## src/logic/dsc_cfg.svh

```systemverilog
// Deep sleep controller constants: register offsets, field positions,
// reset values and timing counts.
// Assumes a 12-bit register address and 8-bit register data.
`ifndef DSC_CFG_SVH
`define DSC_CFG_SVH

`define DSC_ADDR_W 12
`define DSC_DATA_W 8

// Register offsets
`define DSC_OFS_WAKE_LO 12'hf4a
`define DSC_OFS_WAKE_HI 12'hf4b
`define DSC_OFS_CTRL_LO 12'hf4c
`define DSC_OFS_CTRL_HI 12'hf4d
`define DSC_OFS_SCRATCH 12'hf4e
`define DSC_OFS_EXIT 12'hf50
`define DSC_OFS_CONFIG 12'hf51

// Control high fields
`define DSC_HI_DEEP_SLEEP_ENABLE 7
`define DSC_HI_ULP_MOD_EN 1
`define DSC_HI_CAL_WAKE_DIS 0
// Control low fields
`define DSC_LO_ULP_DIS 2
`define DSC_LO_BOR_EVT 1
`define DSC_LO_RELEASE 0
// Wake status low fields
`define DSC_WK_FAULT 7
`define DSC_WK_ULP 5
`define DSC_WK_WDT 4
`define DSC_WK_CAL 3
`define DSC_WK_POR 0
// Wake status high field
`define DSC_WK_INT0 0
// Exit status field
`define DSC_EXIT_FLAG 3

// Reset values
`define DSC_RST_BYTE 8'h00
`define DSC_CFG_RESET 8'h00

// Deep sleep enable lifetime in instruction cycles
`define DSC_DEEP_SLEEP_ENABLE_LIFE 2'h2

// Watchdog period is 2^(BASE + STEP * postscale) oscillator ticks
`define DSC_WDT_EXP_BASE 6
`define DSC_WDT_EXP_STEP 2
`define DSC_WDT_CNT_W 36

// Power-on reset hold after a wake
`define DSC_CLK_PERIOD_NS 50
`define DSC_POR_HOLD_NS 1000
`define DSC_POR_CYCLES ((`DSC_POR_HOLD_NS + `DSC_CLK_PERIOD_NS - 1) / `DSC_CLK_PERIOD_NS)

`endif

```

## src/logic/dsc_pkg.sv

```systemverilog
// Deep sleep controller types.
// Assumes dsc_cfg.svh supplies all numeric constants.
package dsc_pkg;

  typedef enum logic [1:0] {
    DSC_ST_RUN,
    DSC_ST_DEEP,
    DSC_ST_POR
  } dsc_state_t;

  // Inputs that arrive from outside the sys_clk domain
  typedef struct packed {
    logic rc_tick;
    logic sosc_tick;
    logic cal_alarm;
    logic ulp_wake;
    logic int0_wake;
    logic fault;
    logic bor_arm;
    logic bor_trip;
    logic core_bor;
  } dsc_async_t;

  // Configuration byte, bit 7 down to bit 0
  typedef struct packed {
    logic [3:0] wdt_postscale;
    logic cal_clk_sel;
    logic bor_en;
    logic wdt_clk_sel;
    logic wdt_en;
  } dsc_config_t;

endpackage

```

## src/logic/dsc_wdt.sv

```systemverilog
// Sleep watchdog: postscaled tick counter with selectable tick source.
// Assumes tick inputs are one-cycle pulses already in the sys_clk domain.
`timescale 1ns/10ps
`include "dsc_cfg.svh"

module dsc_wdt #(
  parameter int CNT_W = `DSC_WDT_CNT_W
) (
  // Clock and reset
  input wire logic sys_clk,
  input wire logic reset,
  // Control
  input wire logic clear,
  input wire logic run,
  input wire logic clk_sel,
  input wire logic [3:0] postscale,
  // Ticks
  input wire logic rc_tick,
  input wire logic sosc_tick,
  // Result
  output logic expire
);

  logic [CNT_W-1:0] count_r;
  logic expire_r;
  wire tick = clk_sel ? sosc_tick : rc_tick;
  wire [CNT_W-1:0] top = period_top(postscale);

  // Terminal count for a postscale code
  function automatic logic [CNT_W-1:0] period_top(input logic [3:0] ps);
    int e;
    e = `DSC_WDT_EXP_BASE + `DSC_WDT_EXP_STEP * int'(ps);
    return {CNT_W{1'b1}} >> (CNT_W - e);
  endfunction

  always_ff @(posedge sys_clk) begin
    expire_r <= 1'b0;
    if (reset || clear) begin
      count_r <= '0;
    end else if (run && tick) begin
      if (count_r == top) begin
        count_r <= '0;
        expire_r <= 1'b1;
      end else begin
        count_r <= count_r + 1'b1;
      end
    end
  end

  assign expire = expire_r;

  a_wdt_clear_zero: assert property (@(posedge sys_clk) disable iff (reset)
    clear |=> count_r == '0 && !expire_r) else $error("watchdog not cleared");
  a_wdt_hold_idle: assert property (@(posedge sys_clk) disable iff (reset)
    !run && !clear |=> $stable(count_r)) else $error("watchdog ran while idle");

endmodule

```

## src/logic/dsc_pin_hold.sv

```systemverilog
// Pin state hold: freezes pin direction and level until released.
// Assumes dir and lat come from core logic on sys_clk; dir high means input.
`timescale 1ns/10ps

module dsc_pin_hold #(
  parameter int PIN_W = 8
) (
  // Clock and reset
  input wire logic sys_clk,
  input wire logic reset,
  // Control
  input wire logic capture,
  input wire logic hold,
  // Live pin settings
  input wire logic [PIN_W-1:0] dir,
  input wire logic [PIN_W-1:0] lat,
  // Pin drive
  output logic [PIN_W-1:0] pin_out,
  output logic [PIN_W-1:0] pin_oe
);

  logic [PIN_W-1:0] held_dir_r;
  logic [PIN_W-1:0] held_lat_r;

  always_ff @(posedge sys_clk) begin
    if (reset) begin
      held_dir_r <= '1;
      held_lat_r <= '0;
      pin_out <= '0;
      pin_oe <= '0;
    end else begin
      if (capture) begin
        held_dir_r <= dir;
        held_lat_r <= lat;
      end
      pin_out <= hold ? held_lat_r : lat;
      pin_oe <= hold ? ~held_dir_r : ~dir;
    end
  end

  a_pin_hold_freeze: assert property (@(posedge sys_clk) disable iff (reset)
    hold |=> pin_out == $past(held_lat_r) && pin_oe == ~$past(held_dir_r))
    else $error("held pins moved");

endmodule

```

## src/logic/dsc_top.sv

```systemverilog
// Deep sleep controller: entry sequence, wake gating and status,
// pin hold, persistent scratch byte and power-on reset after wake.
// Assumes one 20 MHz sys_clk; oscillator ticks and wake sources are async.
//
// The implementer's own choice: strobed register access.
`timescale 1ns/10ps
`include "dsc_cfg.svh"

// Operation
// Watchdog postscaler spans 2.1 ms to 25.7 days
// Watchdog ticks from RC or secondary oscillator
// Software enables crystal oscillator before deep sleep
// Watchdog enabled by config, cleared on entry
// Brown-out monitor runs only when enabled
// Calendar runs through sleep, alarm may wake
// Calendar reference chosen by config select bit
// Software sets regulator-off, clears idle before entry
// Software waits calendar sync clear before entry
// Enable bit and sleep issued back to back
// Every wake performs power-on reset, reset vector
// Exit flag set on wake, software clears it
// Fault in deep sleep sets flag, wakes
// Fault monitoring always on, no configuration
// Enable bit picks deep or ordinary sleep
// High bits 6..3 read zero, bit2 write zero
// Module enable powers low-power wake during sleep
// Calendar wake disable bit blocks alarm wake
// Low-power wake needs disable clear, module enabled
// Brown-out armed-not-tripped status bit
// Pins held after wake until release cleared; a brown-out trip wake frees them at once
// Scratch byte survives sleep, lost on brown-out
// Enable bit self-clears two cycles after set
// Entry clears both wake status registers
// Only first wake source is recorded
// Watchdog counts in deep sleep, wakes on expiry
module dsc_top #(
  parameter int PIN_W = 8,
  parameter int POR_CYCLES = `DSC_POR_CYCLES
) (
  // Clock and reset
  input wire logic sys_clk,
  input wire logic reset,
  // Register port
  input wire logic [`DSC_ADDR_W-1:0] reg_addr,
  input wire logic [`DSC_DATA_W-1:0] reg_wdata,
  input wire logic reg_wr,
  input wire logic reg_rd,
  output logic [`DSC_DATA_W-1:0] reg_rdata,
  // Core side
  input wire logic sleep_cmd,
  input wire logic regulator_off_in_sleep,
  input wire logic idle_on_sleep_select,
  input wire logic [PIN_W-1:0] pin_direction_register,
  input wire logic [PIN_W-1:0] output_level_register,
  // Asynchronous sources
  input wire logic internal_rc_oscillator,
  input wire logic secondary_oscillator_input,
  input wire logic cal_alarm,
  input wire logic ulp_wake,
  input wire logic int0_wake,
  input wire logic fault_detect,
  input wire logic bor_arm_level,
  input wire logic bor_trip_level,
  input wire logic core_brownout,
  // Power and mode outputs
  output logic deep_sleep_active,
  output logic normal_sleep_pulse,
  output logic por_reset,
  output logic calendar_clock_select,
  output logic ulp_module_power,
  output logic bor_monitor_on,
  // Pins
  output logic [PIN_W-1:0] pin_out,
  output logic [PIN_W-1:0] pin_oe
);

  localparam int PCW = $clog2(POR_CYCLES + 1);
  localparam logic [PCW-1:0] POR_LAST = PCW'(POR_CYCLES - 1);

  // Synchronisers; stage one is read only by stage two
  dsc_pkg::dsc_async_t async_in;
  dsc_pkg::dsc_async_t sync1_r;
  dsc_pkg::dsc_async_t sync2_r;
  dsc_pkg::dsc_async_t sync3_r;

  dsc_pkg::dsc_state_t state_r;
  dsc_pkg::dsc_state_t state_nxt;
  dsc_pkg::dsc_config_t cfg_r;
  logic [PCW-1:0] por_cnt_r;

  logic deep_sleep_enable_r;
  logic [1:0] deep_sleep_enable_cnt_r;
  logic ulp_mod_en_r;
  logic cal_wake_dis_r;
  logic ulp_dis_r;
  logic bor_evt_r;
  logic release_r;
  logic [7:0] scratch_r;
  logic [7:0] wake_lo_r;
  logic int0_flag_r;
  logic exit_flag_r;
  logic wdt_expire;

  assign async_in = '{
    rc_tick: internal_rc_oscillator,
    sosc_tick: secondary_oscillator_input,
    cal_alarm: cal_alarm,
    ulp_wake: ulp_wake,
    int0_wake: int0_wake,
    fault: fault_detect,
    bor_arm: bor_arm_level,
    bor_trip: bor_trip_level,
    core_bor: core_brownout
  };

  // Address decode
  wire sel_wake_lo = reg_addr == `DSC_OFS_WAKE_LO;
  wire sel_wake_hi = reg_addr == `DSC_OFS_WAKE_HI;
  wire sel_ctrl_lo = reg_addr == `DSC_OFS_CTRL_LO;
  wire sel_ctrl_hi = reg_addr == `DSC_OFS_CTRL_HI;
  wire sel_scratch = reg_addr == `DSC_OFS_SCRATCH;
  wire sel_exit = reg_addr == `DSC_OFS_EXIT;
  wire sel_config = reg_addr == `DSC_OFS_CONFIG;
  wire wr_ctrl_lo = reg_wr && sel_ctrl_lo;
  wire wr_ctrl_hi = reg_wr && sel_ctrl_hi;
  wire wr_scratch = reg_wr && sel_scratch;
  wire wr_exit = reg_wr && sel_exit;
  wire wr_config = reg_wr && sel_config;

  // Oscillator edges, from the settled stages only
  wire rc_tick = sync2_r.rc_tick && !sync3_r.rc_tick;
  wire sosc_tick = sync2_r.sosc_tick && !sync3_r.sosc_tick;

  wire in_run = state_r == dsc_pkg::DSC_ST_RUN;
  wire in_deep = state_r == dsc_pkg::DSC_ST_DEEP;
  wire in_por = state_r == dsc_pkg::DSC_ST_POR;

  // Entry needs the enable still alive on the sleep command
  wire deep_req = deep_sleep_enable_r && regulator_off_in_sleep && !idle_on_sleep_select;
  wire enter_deep = in_run && sleep_cmd && deep_req;
  wire enter_plain = in_run && sleep_cmd && !deep_req;

  // Wake sources, watched only while fully in deep sleep
  wire wk_fault = in_deep && sync2_r.fault;
  wire wk_cal = in_deep && sync2_r.cal_alarm && !cal_wake_dis_r;
  wire wk_ulp = in_deep && sync2_r.ulp_wake && !ulp_dis_r && ulp_mod_en_r;
  wire wk_int0 = in_deep && sync2_r.int0_wake;
  wire wk_trip = in_deep && cfg_r.bor_en && sync2_r.bor_trip;
  wire wk_wdt = in_deep && wdt_expire;
  wire wake_any = wk_fault || wk_cal || wk_ulp || wk_int0 || wk_trip || wk_wdt;
  wire por_entry = in_deep && wake_any;
  wire bor_armed = in_deep && cfg_r.bor_en && sync2_r.bor_arm && !sync2_r.bor_trip;

  // One record per wake; simultaneous sources resolved by priority
  wire [7:0] wake_rec = wk_fault ? 8'h80 :
                        wk_trip ? 8'h01 :
                        wk_wdt ? 8'h10 :
                        wk_cal ? 8'h08 :
                        wk_ulp ? 8'h20 : 8'h00;
  wire int0_rec = wk_int0 && (wake_rec == 8'h00);

  wire scratch_loss = wk_trip || (in_run && sync2_r.core_bor);

  // Read mux; unimplemented bits and unmapped addresses read zero
  wire [7:0] rd_ctrl_hi = {deep_sleep_enable_r, 5'h00, ulp_mod_en_r, cal_wake_dis_r};
  wire [7:0] rd_ctrl_lo = {5'h00, ulp_dis_r, bor_evt_r, release_r};
  wire [7:0] rd_mux = sel_wake_lo ? wake_lo_r :
                      sel_wake_hi ? {7'h00, int0_flag_r} :
                      sel_ctrl_lo ? rd_ctrl_lo :
                      sel_ctrl_hi ? rd_ctrl_hi :
                      sel_scratch ? scratch_r :
                      sel_exit ? {4'h0, exit_flag_r, 3'h0} :
                      sel_config ? cfg_r : `DSC_RST_BYTE;

  always_comb begin
    state_nxt = state_r;
    case (state_r)
      dsc_pkg::DSC_ST_RUN: begin
        if (enter_deep) begin
          state_nxt = dsc_pkg::DSC_ST_DEEP;
        end
      end
      dsc_pkg::DSC_ST_DEEP: begin
        if (wake_any) begin
          state_nxt = dsc_pkg::DSC_ST_POR;
        end
      end
      dsc_pkg::DSC_ST_POR: begin
        if (por_cnt_r == POR_LAST) begin
          state_nxt = dsc_pkg::DSC_ST_RUN;
        end
      end
      default: begin
        state_nxt = dsc_pkg::DSC_ST_RUN;
      end
    endcase
  end

  always_ff @(posedge sys_clk) begin
    if (reset) begin
      sync1_r <= '0;
      sync2_r <= '0;
      sync3_r <= '0;
    end else begin
      sync1_r <= async_in;
      sync2_r <= sync1_r;
      sync3_r <= sync2_r;
    end
  end

  always_ff @(posedge sys_clk) begin
    if (reset) begin
      state_r <= dsc_pkg::DSC_ST_RUN;
      por_cnt_r <= '0;
    end else begin
      state_r <= state_nxt;
      por_cnt_r <= in_por ? por_cnt_r + 1'b1 : '0;
    end
  end

  // Enable lives two cycles so only a sleep command in the two cycles after the write sees it
  always_ff @(posedge sys_clk) begin
    if (reset || por_entry) begin
      deep_sleep_enable_r <= 1'b0;
      deep_sleep_enable_cnt_r <= '0;
    end else if (wr_ctrl_hi) begin
      deep_sleep_enable_r <= reg_wdata[`DSC_HI_DEEP_SLEEP_ENABLE];
      deep_sleep_enable_cnt_r <= `DSC_DEEP_SLEEP_ENABLE_LIFE;
    end else if (deep_sleep_enable_r) begin
      deep_sleep_enable_cnt_r <= deep_sleep_enable_cnt_r - 1'b1;
      deep_sleep_enable_r <= deep_sleep_enable_cnt_r != 2'h1;
    end
  end

  // Power-on reset after wake restores the control fields
  always_ff @(posedge sys_clk) begin
    if (reset || por_entry) begin
      ulp_mod_en_r <= 1'b0;
      cal_wake_dis_r <= 1'b0;
      ulp_dis_r <= 1'b0;
    end else begin
      if (wr_ctrl_hi) begin
        ulp_mod_en_r <= reg_wdata[`DSC_HI_ULP_MOD_EN];
        cal_wake_dis_r <= reg_wdata[`DSC_HI_CAL_WAKE_DIS];
      end
      if (wr_ctrl_lo) begin
        ulp_dis_r <= reg_wdata[`DSC_LO_ULP_DIS];
      end
    end
  end

  // Release: a trip frees the pins at once, otherwise software must
  always_ff @(posedge sys_clk) begin
    if (reset || wk_trip) begin
      release_r <= 1'b0;
    end else if (enter_deep) begin
      release_r <= 1'b1;
    end else if (wr_ctrl_lo && !reg_wdata[`DSC_LO_RELEASE]) begin
      release_r <= 1'b0;
    end
  end

  // Status set by hardware wins over a clear in the same cycle
  always_ff @(posedge sys_clk) begin
    if (reset || enter_deep || wk_trip) begin
      bor_evt_r <= 1'b0;
    end else if (bor_armed) begin
      bor_evt_r <= 1'b1;
    end else if (wr_ctrl_lo && !reg_wdata[`DSC_LO_BOR_EVT]) begin
      bor_evt_r <= 1'b0;
    end
  end

  always_ff @(posedge sys_clk) begin
    if (reset || enter_deep) begin
      wake_lo_r <= 8'h00;
      int0_flag_r <= 1'b0;
    end else if (por_entry) begin
      wake_lo_r <= wake_rec;
      int0_flag_r <= int0_rec;
    end
  end

  always_ff @(posedge sys_clk) begin
    if (reset) begin
      exit_flag_r <= 1'b0;
    end else if (por_entry) begin
      exit_flag_r <= 1'b1;
    end else if (wr_exit && !reg_wdata[`DSC_EXIT_FLAG]) begin
      exit_flag_r <= 1'b0;
    end
  end

  // Scratch keeps its value across deep sleep and the wake reset, except when a brown-out trip causes the wake
  always_ff @(posedge sys_clk) begin
    if (reset || scratch_loss) begin
      scratch_r <= `DSC_RST_BYTE;
    end else if (wr_scratch) begin
      scratch_r <= reg_wdata;
    end
  end

  // Configuration is frozen outside run so sleep settings cannot drift
  always_ff @(posedge sys_clk) begin
    if (reset) begin
      cfg_r <= `DSC_CFG_RESET;
    end else if (wr_config && in_run) begin
      cfg_r <= reg_wdata;
    end
  end

  always_ff @(posedge sys_clk) begin
    if (reset) begin
      reg_rdata <= `DSC_RST_BYTE;
      deep_sleep_active <= 1'b0;
      normal_sleep_pulse <= 1'b0;
      por_reset <= 1'b0;
      calendar_clock_select <= 1'b0;
      ulp_module_power <= 1'b0;
      bor_monitor_on <= 1'b0;
    end else begin
      reg_rdata <= reg_rd ? rd_mux : `DSC_RST_BYTE;
      deep_sleep_active <= state_nxt == dsc_pkg::DSC_ST_DEEP;
      normal_sleep_pulse <= enter_plain;
      por_reset <= state_nxt == dsc_pkg::DSC_ST_POR;
      calendar_clock_select <= cfg_r.cal_clk_sel;
      ulp_module_power <= ulp_mod_en_r && (state_nxt == dsc_pkg::DSC_ST_DEEP);
      bor_monitor_on <= cfg_r.bor_en && (state_nxt == dsc_pkg::DSC_ST_DEEP);
    end
  end

  dsc_wdt u_wdt (
    .sys_clk(sys_clk),
    .reset(reset),
    .clear(enter_deep),
    .run(in_deep && cfg_r.wdt_en),
    .clk_sel(cfg_r.wdt_clk_sel),
    .postscale(cfg_r.wdt_postscale),
    .rc_tick(rc_tick),
    .sosc_tick(sosc_tick),
    .expire(wdt_expire)
  );

  dsc_pin_hold #(
    .PIN_W(PIN_W)
  ) u_pins (
    .sys_clk(sys_clk),
    .reset(reset),
    .capture(enter_deep),
    .hold(release_r),
    .dir(pin_direction_register),
    .lat(output_level_register),
    .pin_out(pin_out),
    .pin_oe(pin_oe)
  );

  a_deep_sleep_enable_self_clear: assert property (@(posedge sys_clk) disable iff (reset)
    $rose(deep_sleep_enable_r) && !wr_ctrl_hi ##1 !wr_ctrl_hi && !por_entry |=> !deep_sleep_enable_r)
    else $error("enable did not self clear");
  a_entry_clears_wake: assert property (@(posedge sys_clk) disable iff (reset)
    enter_deep |=> wake_lo_r == 8'h00 && !int0_flag_r && in_deep)
    else $error("wake status not cleared");
  a_wake_gives_por: assert property (@(posedge sys_clk) disable iff (reset)
    por_entry |=> por_reset [*8] ##1 (por_reset || in_run))
    else $error("wake without power-on reset");
  a_exit_flag_set: assert property (@(posedge sys_clk) disable iff (reset)
    por_entry |=> exit_flag_r) else $error("exit flag not set");
  a_exit_flag_sticky: assert property (@(posedge sys_clk) disable iff (reset)
    exit_flag_r && !wr_exit |=> exit_flag_r) else $error("exit flag lost");
  a_fault_logged: assert property (@(posedge sys_clk) disable iff (reset)
    wk_fault |=> wake_lo_r == 8'h80 && in_por) else $error("fault not logged");
  a_cal_gate: assert property (@(posedge sys_clk) disable iff (reset)
    $rose(wake_lo_r[`DSC_WK_CAL]) |-> !$past(cal_wake_dis_r))
    else $error("blocked alarm woke");
  a_ulp_gate: assert property (@(posedge sys_clk) disable iff (reset)
    $rose(wake_lo_r[`DSC_WK_ULP]) |-> $past(ulp_mod_en_r) && !$past(ulp_dis_r))
    else $error("gated low power wake");
  a_single_record: assert property (@(posedge sys_clk) disable iff (reset)
    $onehot0({wake_lo_r, int0_flag_r})) else $error("two sources logged");
  a_ctrl_hi_zero: assert property (@(posedge sys_clk) disable iff (reset)
    reg_rd && sel_ctrl_hi |=> reg_rdata[6:2] == 5'h00)
    else $error("reserved bits read nonzero");
  a_plain_sleep: assert property (@(posedge sys_clk) disable iff (reset)
    in_run && sleep_cmd && !deep_sleep_enable_r |=> normal_sleep_pulse && !deep_sleep_active)
    else $error("wrong sleep kind");

endmodule

```

## config.mk

```make
export PLATFORM = sky130hd
export DESIGN_NAME = dsc_top
export DESIGN_NICKNAME = d
export VERILOG_FILES = /design/src/logic/dsc_pkg.sv /design/src/logic/dsc_wdt.sv /design/src/logic/dsc_pin_hold.sv /design/src/logic/dsc_top.sv
export VERILOG_INCLUDE_DIRS = /design/src /design/src/logic
export SDC_FILE = /design/constraint.sdc
export NUM_CORES = 1
export LEC_CHECK = 0
export BUFFER_PORTS_ARGS = -buffer_cell sky130_fd_sc_hd__buf_2
export CORE_UTILIZATION = 35
export DETAILED_ROUTE_END_ITERATION = 12
export SYNTH_ARGS = -nofsm -noshare
export SYNTH_HDL_FRONTEND = slang
export SYNTH_HIERARCHICAL = 1
export SYNTH_SLANG_ARGS = --single-unit
export TNS_END_PERCENT = 10
```

## constraint.sdc

```tcl
create_clock -name sys_clk -period 5.1 [get_ports sys_clk]
set_clock_uncertainty 0.05 [all_clocks]
set_input_delay 0.765 -clock sys_clk [delete_from_list [all_inputs] [get_ports sys_clk]]
set_output_delay 0.765 -clock sys_clk [all_outputs]
set_load 0.02 [all_outputs]
```

==> impl_metrics.tcl <==
set metrics [dict create \
    min_path_type "register to register" \
    grt_pass1_wl_mm 22.73 \
    fp.dieW_um 135.1 \
    syn_to_final_growth_pct 17.91 \
    clock_latency_ns 0.42 \
    routed_wl_mm 13.78 \
    ioPinCount 82 \
    cts_tree "yes" \
    hold_buffers 0 \
    syn-cell-area_mm2 0.006205 \
    arrival_ns 3.47 \
    hold_violations 0 \
    dp_hpwl_mm 9.551 \
    yosysUniqueCellTypes 74 \
    worstSetupPathType "register to register" \
    drt_iter0_markers 322 \
    vias 4854 \
    synth_most_common_cell "dfxtp_1" \
    clock.fmax_mhz 315.2 \
    synth_seq_cells 141 \
    status "finished, final reports clean" \
    grt_pass1_vias 4519 \
    grt_overflow 0 \
    power_switching_mw 0.5409 \
    numPortBuffers 81 \
    setup_viol 0 \
    syn_nets 715 \
    rows 48 \
    viasPerCell 4.994 \
    slew_violations 0 \
    fin_hold_ws_ns 0.3873 \
    dp_cells 940 \
    fin_crit_sh_pct 62.20 \
    leakage_nw 2.793 \
    ir_drop_v 0.0002029 \
    antenna_left 0 \
    worstPathRequired_ns 5.40 \
    grt_max_degree 52 \
    cts_root_buffer "clkbuf_16" \
    seq_power_share_pct 46.3 \
    synth_top_area_share_pct 45.49 \
    first_pass_iters 5 \
    grtUsageTotal_pct 15.81 \
    layout.cells.non_filler 972 \
    syn_inst 660 \
    antenna_cells 0 \
    cts_max_level 4 \
    core_area_mm2 0.01730 \
    drive_gt1_share_pct 18.88 \
    die_y_um 135.1 \
    synth_flop_cell "dfxtp_1" \
    fin_crit_ns 3.172 \
    yosysWarnings 6 \
    p_sw_share_pct 22.37 \
    fin_nets 789 \
    yosysSeqAreaShare_pct 45.49 \
    setup.worst_path.start_class "register" \
    gp_congestion 0.7616 \
    crit_fanout 19 \
    initial_core_util_pct 35.87 \
    antenna_found_initial 0 \
    post_cts_buffers 0 \
    cts_buffer_depth 2 \
    grt_setup_unrepaired "false" \
    wl_per_cell_um 14.17 \
    syn_area_per_cell_um2 9.401 \
    maxSlewHeadroom_pct 29.14 \
    comb_power_share_pct 4.4 \
    post-synth-top-area-cell "dfxtp_1" \
    p_int_mw 1.877 \
    synth_area_leaders "dfxtp_1 45%, mux2i_1 5.3%, nor2_1 4.5%" \
    setup_slack_ns 1.928 \
    setup.worst_path.end_class "register" \
    worst_slew_pin_slew_ns 1.055 \
    die-area_mm2 0.01826 \
    power_density_mw_per_mm2 330.6 \
    clkTransAtPathRegs_ns 0.06 \
    synth_commonest_cells "141 x dfxtp_1, 75 x nor2_1, 45 x nor2b_1" \
    cts_sinks 141 \
    cts.repair.resized 0 \
    max_cap_violations 0 \
    dpl_worst_slack_ns 1.893 \
    drc 0 \
    synthArstFlopShare_pct 0 \
    setup-tns-final_ns 0 \
    clock_power_share_pct 49.3 \
    cts_buffers 17 \
    synth_edf_count 0 \
]
==> logic make-up (layout without fill, tap and decap cells) <==
logic type | after synthesis | count (layout) | share of synthesized area (%)
compound gates | 108 | 108 | 12.34
xor+xnor | 37 | 37 | 5.223
fa+ha+maj | 3 | 3 | 0.6050
buf+inv | 40 | 127 | 3.448
flops | 141 | 141 | 45.49
mux | 36 | 36 | 5.868
simple gates | 295 | 295 | 27.02
==> layout make-up <==
type	count	area [um^2]
Inverter	11	41.29
Sequential cell	141	2823
Tap cell	225	281.5
Clock buffer	19	432.9
Multi-Input combinational cell	479	3168
Fill cell	1753	9981
Timing Repair Buffer	84	427.9
Clock inverter	13	141.4
==> power by group through the flow <==
stage / registers, mW / clock network [mW] / logic [mW]
final: 1.12 / 1.19 / 0.106
after global routing: 1.12 / 1.27 / 0.116
after CTS: 1.12 / 1.22 / 0.106
after detailed placement: 1.14 / 0 / 0.106
after global placement: 1.14 / 0 / 0.105
after floorplan: 1.15 / 0 / 0.0515
==> flip-flops by register name (all words and copies together), names as in the netlist, 2 cells and up <==
| name | flops |
|---|---|
| deep_sleep_enable_cnt_r | 2 |
| sync3_r | 2 |
| sync2_r | 9 |
| u_pins/held_dir_r | 8 |
| sync1_r | 9 |
| scratch_r | 8 |
| u_pins/pin_out | 8 |
| u_pins/pin_oe | 8 |
| cfg_r | 8 |
| u_pins/held_lat_r | 8 |
| por_cnt_r | 5 |
| u_wdt/count_r | 36 |
| wake_lo_r | 5 |
| state_r | 2 |
| reg_rdata | 8 |
==> stage by stage <==
stage                     area, um^2  power [mW]  utilization, %
final                           7316       2.418           42.30
after global placement          6741       1.250           38.98
after global routing            7316       2.505           42.30
after floorplan                 6205       1.204               -
after detailed placement        6741       1.250           38.98
after CTS                       7316       2.444           42.30
==> layout by cell type, fill, tap and decap left out, types with 11 or more instances in the layout <==
cell / netlist / routed
mux2i_1: 33 / 33
inv_1: 11 / 11
o21ai_0: 21 / 21
buf_2: 7 / 81
nand3_1: 34 / 34
nor2_1: 75 / 75
nor2b_1: 45 / 45
xnor2_1: 14 / 14
nor3_1: 32 / 32
dfxtp_1: 141 / 141
clkbuf_16: 0 / 17
xor2_1: 23 / 23
a21oi_1: 29 / 29
nand2_1: 29 / 29
==> critical path, cell delays in order (launching register included) <==
cell and delay [ns]:
dfxtp_1 0.38, inv_1 0.12, nor3_1 0.33, nand4_1 0.18
or3_1 0.53, a21oi_1 0.18, nand4_1 0.16, nor4_4 0.95
nor2b_1 0.22
==> layer usage <==
metal	wire length, um	global-route usage, %	vias to the layer above
met5	0	0	-
met4	235	6.617	0
met3	648	4.153	16
met2	5894	23.13	110
met1	6996	21.84	2217
li1	-	-	2511
==> worst paths after layout <==
path | endpoint | depth (start not counted) | startpoint | slack [ns]
hold reg to reg | u_pins/pin_oe[7] | 1 | u_pins/held_dir_r[7] | 0.39
hold / removal | u_pins/pin_oe[7] | 1 | u_pins/held_dir_r[7] | 0.39
setup reg to reg | u_wdt/expire | 8 | state_r[0] | 1.93
setup / recovery | u_wdt/expire | 8 | state_r[0] | 1.93
Power figures use the tool's default switching activity.
